===== src/design/pcsc_defs.vh =====
// Offsets, field positions and constant values of the status and class registers
`ifndef PCSC_DEFS_VH
`define PCSC_DEFS_VH
`define PCSC_CMD_OFS        8'h04
`define PCSC_STS_OFS        8'h06
`define PCSC_CLASS_OFS      8'h08
`define PCSC_CMD_PERR_BIT   6
`define PCSC_CMD_SERR_BIT   8
`define PCSC_STS_POISON_BIT 15
`define PCSC_STS_ERRMSG_BIT 14
`define PCSC_STS_UR_BIT     13
`define PCSC_STS_CAR_BIT    12
`define PCSC_STS_CAS_BIT    11
`define PCSC_STS_DPAR_BIT   8
`define PCSC_STS_CAP_BIT    4
`define PCSC_STS_INT_BIT    3
`define PCSC_STS_RESET      16'h0010
`define PCSC_CMD_RESET      16'h0000
`define PCSC_BASE_CLASS     8'h0c
`define PCSC_SUB_CLASS      8'h03
`define PCSC_PROG_IF        8'h30
`endif


===== src/design/pcsc_cfg_regs.v =====
// Status, command-enable and class/revision configuration registers of the endpoint
// Overview of operation
// - Poisoned packet received sets bit 15 always
// - Error message sent with error enable sets 14
// - Unsupported-request completion received sets bit 13
// - Completer-abort completion received sets bit 12
// - Completing request with abort sets bit 11
// - Select-timing bits 10:9 read zero
// - Poisoned data with parity enable sets 8
// - Bit 7 back-to-back capable reads zero
// - Bit 5 fast-clock capable reads zero
// - Reserved bits 6 and 2:0 read zero
// - Bit 4 capability chain reads one
// - Bit 3 tracks pending legacy interrupt
// - Class bytes 0c, 03, 30 read-only
// - Low byte is fixed revision identifier
// - Command bit 6 parity enable, resets zero
// - Command bit 8 error enable, resets zero
`timescale 1ns/1ps
`include "pcsc_defs.vh"
module pcsc_cfg_regs #(
  parameter [7:0] REVISION_ID = 8'h01 // Arbitrary value
) (
  // Clock and reset
  input  wire        sys_clk,
  input  wire        rstn,
  // Configuration request
  input  wire        cfg_wr,
  input  wire        cfg_rd,
  input  wire [7:0]  cfg_addr,
  input  wire [3:0]  cfg_be,
  input  wire [31:0] cfg_wdata,
  // Configuration answer
  output reg  [31:0] cfg_rdata_q,
  output reg         cfg_rvalid_q,
  output reg         cfg_unmapped_q,
  // Link events, one-cycle pulses
  input  wire        poisoned_rx_pulse,
  input  wire        error_msg_sent_pulse,
  input  wire        ur_completion_pulse,
  input  wire        ca_completion_pulse,
  input  wire        ca_signalled_pulse,
  input  wire        poisoned_cpl_data_pulse,
  input  wire        poisoned_write_pulse,
  // Function state
  input  wire        intx_pending,
  // Enables to the rest of the function
  output wire        parity_response_enable,
  output wire        error_report_enable
);
  reg         perr_en_q;
  reg         serr_en_q;
  wire [5:0]  flags;
  wire [5:0]  set_vec;
  wire [5:0]  clr_vec;
  wire [15:0] sts_image;
  wire [15:0] cmd_image;
  wire [31:0] class_image;
  wire [31:0] rd_word;
  wire        rd_hit;
  wire        wr_sts;
  wire        wr_cmd;
  wire [15:0] sts_wdata;

  assign parity_response_enable = perr_en_q;
  assign error_report_enable    = serr_en_q;

  // Command word at 04h: status shares the dword in its upper half
  assign wr_cmd    = cfg_wr && (cfg_addr == `PCSC_CMD_OFS);
  assign wr_sts    = cfg_wr && ((cfg_addr == `PCSC_CMD_OFS) || (cfg_addr == `PCSC_STS_OFS));
  assign sts_wdata = (cfg_addr == `PCSC_CMD_OFS) ?
                     ({cfg_be[3] ? cfg_wdata[31:24] : 8'h00, cfg_be[2] ? cfg_wdata[23:16] : 8'h00}) :
                     ({cfg_be[1] ? cfg_wdata[15:8] : 8'h00, cfg_be[0] ? cfg_wdata[7:0] : 8'h00});

  always @(posedge sys_clk or negedge rstn) begin
    if (!rstn) begin
      perr_en_q <= 1'b0;
      serr_en_q <= 1'b0;
    end else if (wr_cmd) begin
      if (cfg_be[0]) begin
        perr_en_q <= cfg_wdata[`PCSC_CMD_PERR_BIT];
      end
      if (cfg_be[1]) begin
        serr_en_q <= cfg_wdata[`PCSC_CMD_SERR_BIT];
      end
    end
  end

  // Flag order: 15,14,13,12,11,8
  assign set_vec[5] = poisoned_rx_pulse;
  assign set_vec[4] = error_msg_sent_pulse && serr_en_q;
  assign set_vec[3] = ur_completion_pulse;
  assign set_vec[2] = ca_completion_pulse;
  assign set_vec[1] = ca_signalled_pulse;
  assign set_vec[0] = perr_en_q && (poisoned_cpl_data_pulse || poisoned_write_pulse);

  assign clr_vec = wr_sts ? {sts_wdata[`PCSC_STS_POISON_BIT], sts_wdata[`PCSC_STS_ERRMSG_BIT],
                             sts_wdata[`PCSC_STS_UR_BIT], sts_wdata[`PCSC_STS_CAR_BIT],
                             sts_wdata[`PCSC_STS_CAS_BIT], sts_wdata[`PCSC_STS_DPAR_BIT]} : 6'h00;

  genvar gi;
  generate
    for (gi = 0; gi < 6; gi = gi + 1) begin : g_flag
      pcsc_sticky_bit u_flag (
        .sys_clk   (sys_clk),
        .rstn      (rstn),
        .set_pulse (set_vec[gi]),
        .clr_pulse (clr_vec[gi]),
        .flag_q    (flags[gi])
      );
    end
  endgenerate

  // Constant bits folded in; interrupt bit is live, not latched
  assign sts_image = {flags[5:1], 2'b00, flags[0], 1'b0, 1'b0, 1'b0,
                      1'b1, intx_pending, 3'b000};
  assign cmd_image = (`PCSC_CMD_RESET) | ({7'h00, serr_en_q, 1'b0, perr_en_q, 6'h00});
  assign class_image = {`PCSC_BASE_CLASS, `PCSC_SUB_CLASS, `PCSC_PROG_IF, REVISION_ID};

  pcsc_rd_mux u_mux (
    .cfg_addr    (cfg_addr),
    .cmd_image   (cmd_image),
    .sts_image   (sts_image),
    .class_image (class_image),
    .rd_word     (rd_word),
    .rd_hit      (rd_hit)
  );

  // Registered answer, one cycle after the request; unmapped reads return zero
  always @(posedge sys_clk or negedge rstn) begin
    if (!rstn) begin
      cfg_rdata_q    <= 32'h0000_0000;
      cfg_rvalid_q   <= 1'b0;
      cfg_unmapped_q <= 1'b0;
    end else begin
      cfg_rvalid_q   <= cfg_rd;
      cfg_unmapped_q <= (cfg_rd || cfg_wr) && !rd_hit;
      cfg_rdata_q    <= cfg_rd ? rd_word : 32'h0000_0000;
    end
  end
endmodule


===== src/design/pcsc_rd_mux.v =====
// Configuration read data mux for command, status and class registers
`timescale 1ns/1ps
`include "pcsc_defs.vh"
module pcsc_rd_mux (
  // Address
  input  wire [7:0]  cfg_addr,
  // Register images
  input  wire [15:0] cmd_image,
  input  wire [15:0] sts_image,
  input  wire [31:0] class_image,
  // Result
  output reg  [31:0] rd_word,
  output reg         rd_hit
);
  always @* begin
    rd_word = 32'h0000_0000;
    rd_hit  = 1'b1;
    if (cfg_addr == `PCSC_CMD_OFS) begin
      rd_word = {sts_image, cmd_image};
    end else if (cfg_addr == `PCSC_STS_OFS) begin
      rd_word = {16'h0000, sts_image};
    end else if (cfg_addr == `PCSC_CLASS_OFS) begin
      rd_word = class_image;
    end else begin
      rd_hit = 1'b0;
    end
  end
endmodule


===== src/design/pcsc_sticky_bit.v =====
// One sticky error flag: hardware set, write-one-to-clear, set wins
`timescale 1ns/1ps
module pcsc_sticky_bit (
  // Clock and reset
  input  wire sys_clk,
  input  wire rstn,
  // Set and clear
  input  wire set_pulse,
  input  wire clr_pulse,
  // Flag
  output reg  flag_q
);
  always @(posedge sys_clk or negedge rstn) begin
    if (!rstn) begin
      flag_q <= 1'b0;
    end else if (set_pulse) begin
      flag_q <= 1'b1;
    end else if (clr_pulse) begin
      flag_q <= 1'b0;
    end
  end
endmodule


===== config.mk =====
export PLATFORM = sky130hd
export DESIGN_NAME = pcsc_cfg_regs
export DESIGN_NICKNAME = d
export VERILOG_FILES = /design/src/design/pcsc_cfg_regs.v /design/src/design/pcsc_rd_mux.v /design/src/design/pcsc_sticky_bit.v
export VERILOG_INCLUDE_DIRS = /design/src /design/src/design
export SDC_FILE = /design/constraint.sdc
export NUM_CORES = 1
export LEC_CHECK = 0
export ABC_AREA = 1
export BUFFER_PORTS_ARGS = -buffer_cell sky130_fd_sc_hd__buf_2
export CELL_PAD_IN_SITES_DETAIL_PLACEMENT = 0
export CELL_PAD_IN_SITES_GLOBAL_PLACEMENT = 2
export CORE_MARGIN = 2
export CORE_UTILIZATION = 22
export CTS_CLUSTER_SIZE = 12
export DETAILED_ROUTE_END_ITERATION = 8
export PLACE_DENSITY = 0.8
export SYNTH_ARGS = -nofsm -noshare
export SYNTH_HDL_FRONTEND = slang
export SYNTH_SLANG_ARGS = --single-unit

===== constraint.sdc =====
create_clock -name sys_clk -period 0.8 [get_ports sys_clk]
set_clock_uncertainty 0.05 [all_clocks]
set_input_delay 0.08 -clock sys_clk [delete_from_list [all_inputs] [get_ports sys_clk]]
set_output_delay 0.08 -clock sys_clk [all_outputs]
set_load 0.005 [all_outputs]

==> flow_results.org <==
** Finish
- Share of final-layout standard cells stronger than drive strength 1 :: 0.4903
- Relative to the synthesized area, the layout overhead comes to 55.57%.
- Final core utilization :: 0.3589
- At the end of the flow, the number of nets in the layout was 314.
- Fill cells in the final layout number 687.
- Multi-input gate area :: slightly above 700 µm²
- Inserted Diodes :: 0
- Summing all flip-flop and latch instances after layout gives 701.9 µm².

** Timing
- The tightest hold path in the finished design has a slack of -0.02215 ns.
- For the final routed database, the setup TNS stands at -2.922 ns.
- Setup violations remaining at the end of the flow were counted as 37.
- FMAX :: 1051 MHz
- Number of endpoints with negative hold slack in the final report :: 1
- Number of pins exceeding their max-slew limit in the final report :: 0
- Fin crit share :: 1.189
- Final critical-path required period :: 0.9514 ns
- Post-layout worst setup margin :: -0.1514 ns
- Unrepaired setup endpoints after global routing :: true

** Clock tree
- In this run the number of H-tree levels came out at 1.
- The number of clock buffers added by TritonCTS is 3.
- Number of hold buffers added after cts :: 8
- At the later pin of the worst-skew pair, clock insertion delay measures approximately 0.27 ns.
- Clock-pin slew was measured on the worst setup and hold paths at 0.09 ns.
- TritonCTS built the clock tree.
- CTS placed an instance of clkbuf_8 at the clock tree root.
- Clock Path Buffers :: 2
- Clock Sinks :: 28

** Floorplanning
- The floorplan step defined a die boundary enclosing 7406 µm².
- The die is 86.06 µm wide.
- Total I/O pin count :: 92
- For this configuration, the core starts out at a cell density of 0.2307.
- After floorplanning, the core was sized to cover approximately 6400 µm².
- The die is 86.06 µm tall.
- Num rows :: 29

** Synthesis
- Averaged over all synthesized cells, the footprint is 8.276 µm².
- Counting flops with a built-in enable in the synthesized netlist gives 0.
- Top-area cell type share of the netlist area :: 0.4730
- Library cell with the largest summed area after synthesis :: dfrtp_1
- Summed instance area of the synthesized netlist :: ~1500 µm²
- Counting flops with an async set or reset pin after synthesis yields a share of 1.000.
- Most frequent cells after synthesis :: 50 x nand2_1, 29 x inv_1, 28 x dfrtp_1
- Counting every instance in the synthesized netlist gives 179.
- Among all cell types in the netlist, the one instantiated most often is nand2_1.
- Count of yosys warnings during synthesis :: 0
- Cell types with the largest area share after synthesis :: dfrtp_1 47%, nand2_1 13%, inv_1 7.3%
- Post-synthesis register bit count :: 28
- Share of the yosys chip area belonging to registers :: 0.4730
- Synthesis instantiated 25 different standard cells from the library.
- Among all flip-flop cells after synthesis, the most frequent one is dfrtp_1.

** Run status
- Violated checks :: hold timing, setup timing
- The flow ran to the end, but the final reports show violations.

** Drt
- In the routed design, unresolved DRC markers number 0.
- Length of the first detailed-routing pass in iterations :: 4
- Once detail routing completed, the nets flagged for antenna violations numbered 0.
- Summing over every cut layer, the via total after detailed routing is 1285.
- The detailed router finished its first iteration with 50 violations.
- Using the TritonRoute via totals, the vias-per-cell ratio works out to 3.847.
- Total Routed Length :: 3.575 mm
- Routed len/inst :: 10.70 µm

** Worst setup path
- Start of the worst register-to-register path :: parity_response_enable
- The number of buffers and inverters on the critical path is 1.
- Library cell contributing the largest single delay on the critical path :: dfrtp_2
- Worst setup EP type :: output pin
- Setup CP Type :: reg2out
- Chain of cells forming the critical path :: buf_2
- Critical path startpoint category :: register
- The most critical setup path has its startpoint at parity_response_enable.
- For the worst setup path, the data required time is 0.67 ns.
- Data on the critical path arrives at its endpoint at 0.82 ns.
- Stage delay of the slowest cell on the critical path :: ~0.42 ns
- In this run the worst path has a maximum fanout of 2.
- Broken down by cell family, the worst path's largest delay share belongs to flip-flops.

** Placed design
- Number of port buffers :: 60
- The congestion estimate from routability-driven global placement came to 0.7058.
- Timing analysis after detailed placement gives a worst setup slack of -0.3318 ns.
- Detailed placer's ending HPWL :: 2.719 mm

** Power and ir drop
- Total power density per cell area :: 1232 nW/µm²
- Leakage dissipation :: 0.001370 µW
- Total power of the final layout :: 2840 µW
- The worst-case IR drop observed on VDD is roughly 0.4 mV.

** Hold path
- In this run the most critical hold path is launched from poisoned_write_pulse.
- The path class of the tightest hold or removal check is in2reg.

** GRT
- Pin count of the biggest net entering global routing :: 29
- Via count of the first global-routing pass :: 1234
- Routing usage on met2 :: 0.1663
- The initial antenna violation count came to 0.
- Top Usage Layer GRT :: met2
- Met1 demand-to-capacity share in global routing :: 0.1277
- The total overflow left after global routing is 0.
- Wire length of the first global-routing pass :: between 5 and 6 mm
- GRT Resource Usage Total :: 0.09805
- In the global route stage, met3 resource usage came out at 0.009625.

** Run
- Number of max-capacitance violations reported :: 0
[cell families (layout without fill, tap and decap cells)]
group,after synthesis,after routing,share of synthesized area
DFF,28,28,0.4730
AOI/OAI and AO/OA,8,8,0.03463
buffers and inverters,53,120,0.1765
other,1,11,0.002531
and+or+nand+nor,89,90,0.3133
[path summary, 6_finish.rpt]
path | cells after the start | end | slack (ns)
max | 1 | parity_response_enable | -0.15
max in group asynchronous | 3 | parity_response_enable | 0.30
min in group asynchronous | 3 | cfg_rdata_q[19] | 0.22
min | 3 | g_flag[0].u_flag.flag_q | -0.02
min reg2reg | 2 | g_flag[5].u_flag.flag_q | 0.44
max reg2reg | 3 | parity_response_enable | -0.07
[power breakdown]
group,switching [µW],internal (µW),total [µW],leakage (µW)
clock network,421,440,861,0.0000288
registers,22.3,1460,1480,0.000360
logic,274,227,501,0.000981
total,717,2120,2840,0.00137
[per-stage QoR]
step                      hold slack [ns]  cells  area, µm²
after global routing             -0.02521    334       2305
final                            -0.02215    334       2305
after CTS                        -0.02299    333       2176
after floorplan                   -0.2656    189       1554
after detailed placement         -0.01257    317       1908
after global placement           -0.01470    317       1908
[layout by cell type, fill, tap and decap left out]
cell type      synthesis  final
o21ai_2                1      3
o21ai_1                4      3
clkbuf_8               0      4
nand2_8                0      4
nand3_1                6      4
nor2_1                 8      8
nand3_4                1      1
buf_12                 0      5
clkinv_4               0      1
nand2_2                7     11
inv_12                 0      1
dlygate4sd3_1          0      8
nor2_8                 2      2
buf_6                  1      6
nor3_4                 0      1
inv_4                  1      1
nand3_2                1      3
inv_6                  0      1
buf_2                  0     54
buf_4                 14      6
nand4_1                2      2
nand2_1               50     40
inv_2                  7      5
dfrtp_1               28     27
nor3_2                 1      1
nor2_4                 1      7
dfrtp_2                0      1
conb_1                 1     11
nor2_2                 7      1
o21ai_0                2      1
nand2_4                2      5
o22ai_2                1      1
inv_8                  0      1
inv_1                 29     27
[layer usage]
layer	vias up	wire [µm]
met4	0	37
li1	659	-
met1	574	1521
met3	2	255
met5	-	0
met2	50	1761
[sequential cells by signal (all words and copies together), names as in the netlist]
register	flops
cfg_rdata_q	18
cfg_unmapped_q	1
cfg_rvalid_q	1
g_flag.u_flag.flag_q	6
parity_response_enable	1
error_report_enable	1
[cell type report]
type	instances	area share
Multi-Input combinational cell	109	0.3111
Clock buffer	4	0.02389
Tap cell	77	0.04180
Sequential cell	28	0.3046
Timing Repair Buffer	79	0.2443
Inverter	37	0.07438
[timing repair]
item                                    in CTS  in global routing
cloned                                       1                  1
pin swaps                                    8                 16
hold endpoints to repair                    35                  1
gates resized for setup                     20                 28
setup buffers                                3                  1
endpoints found under the setup margin      39                 49
Power figures use the tool's default switching activity.
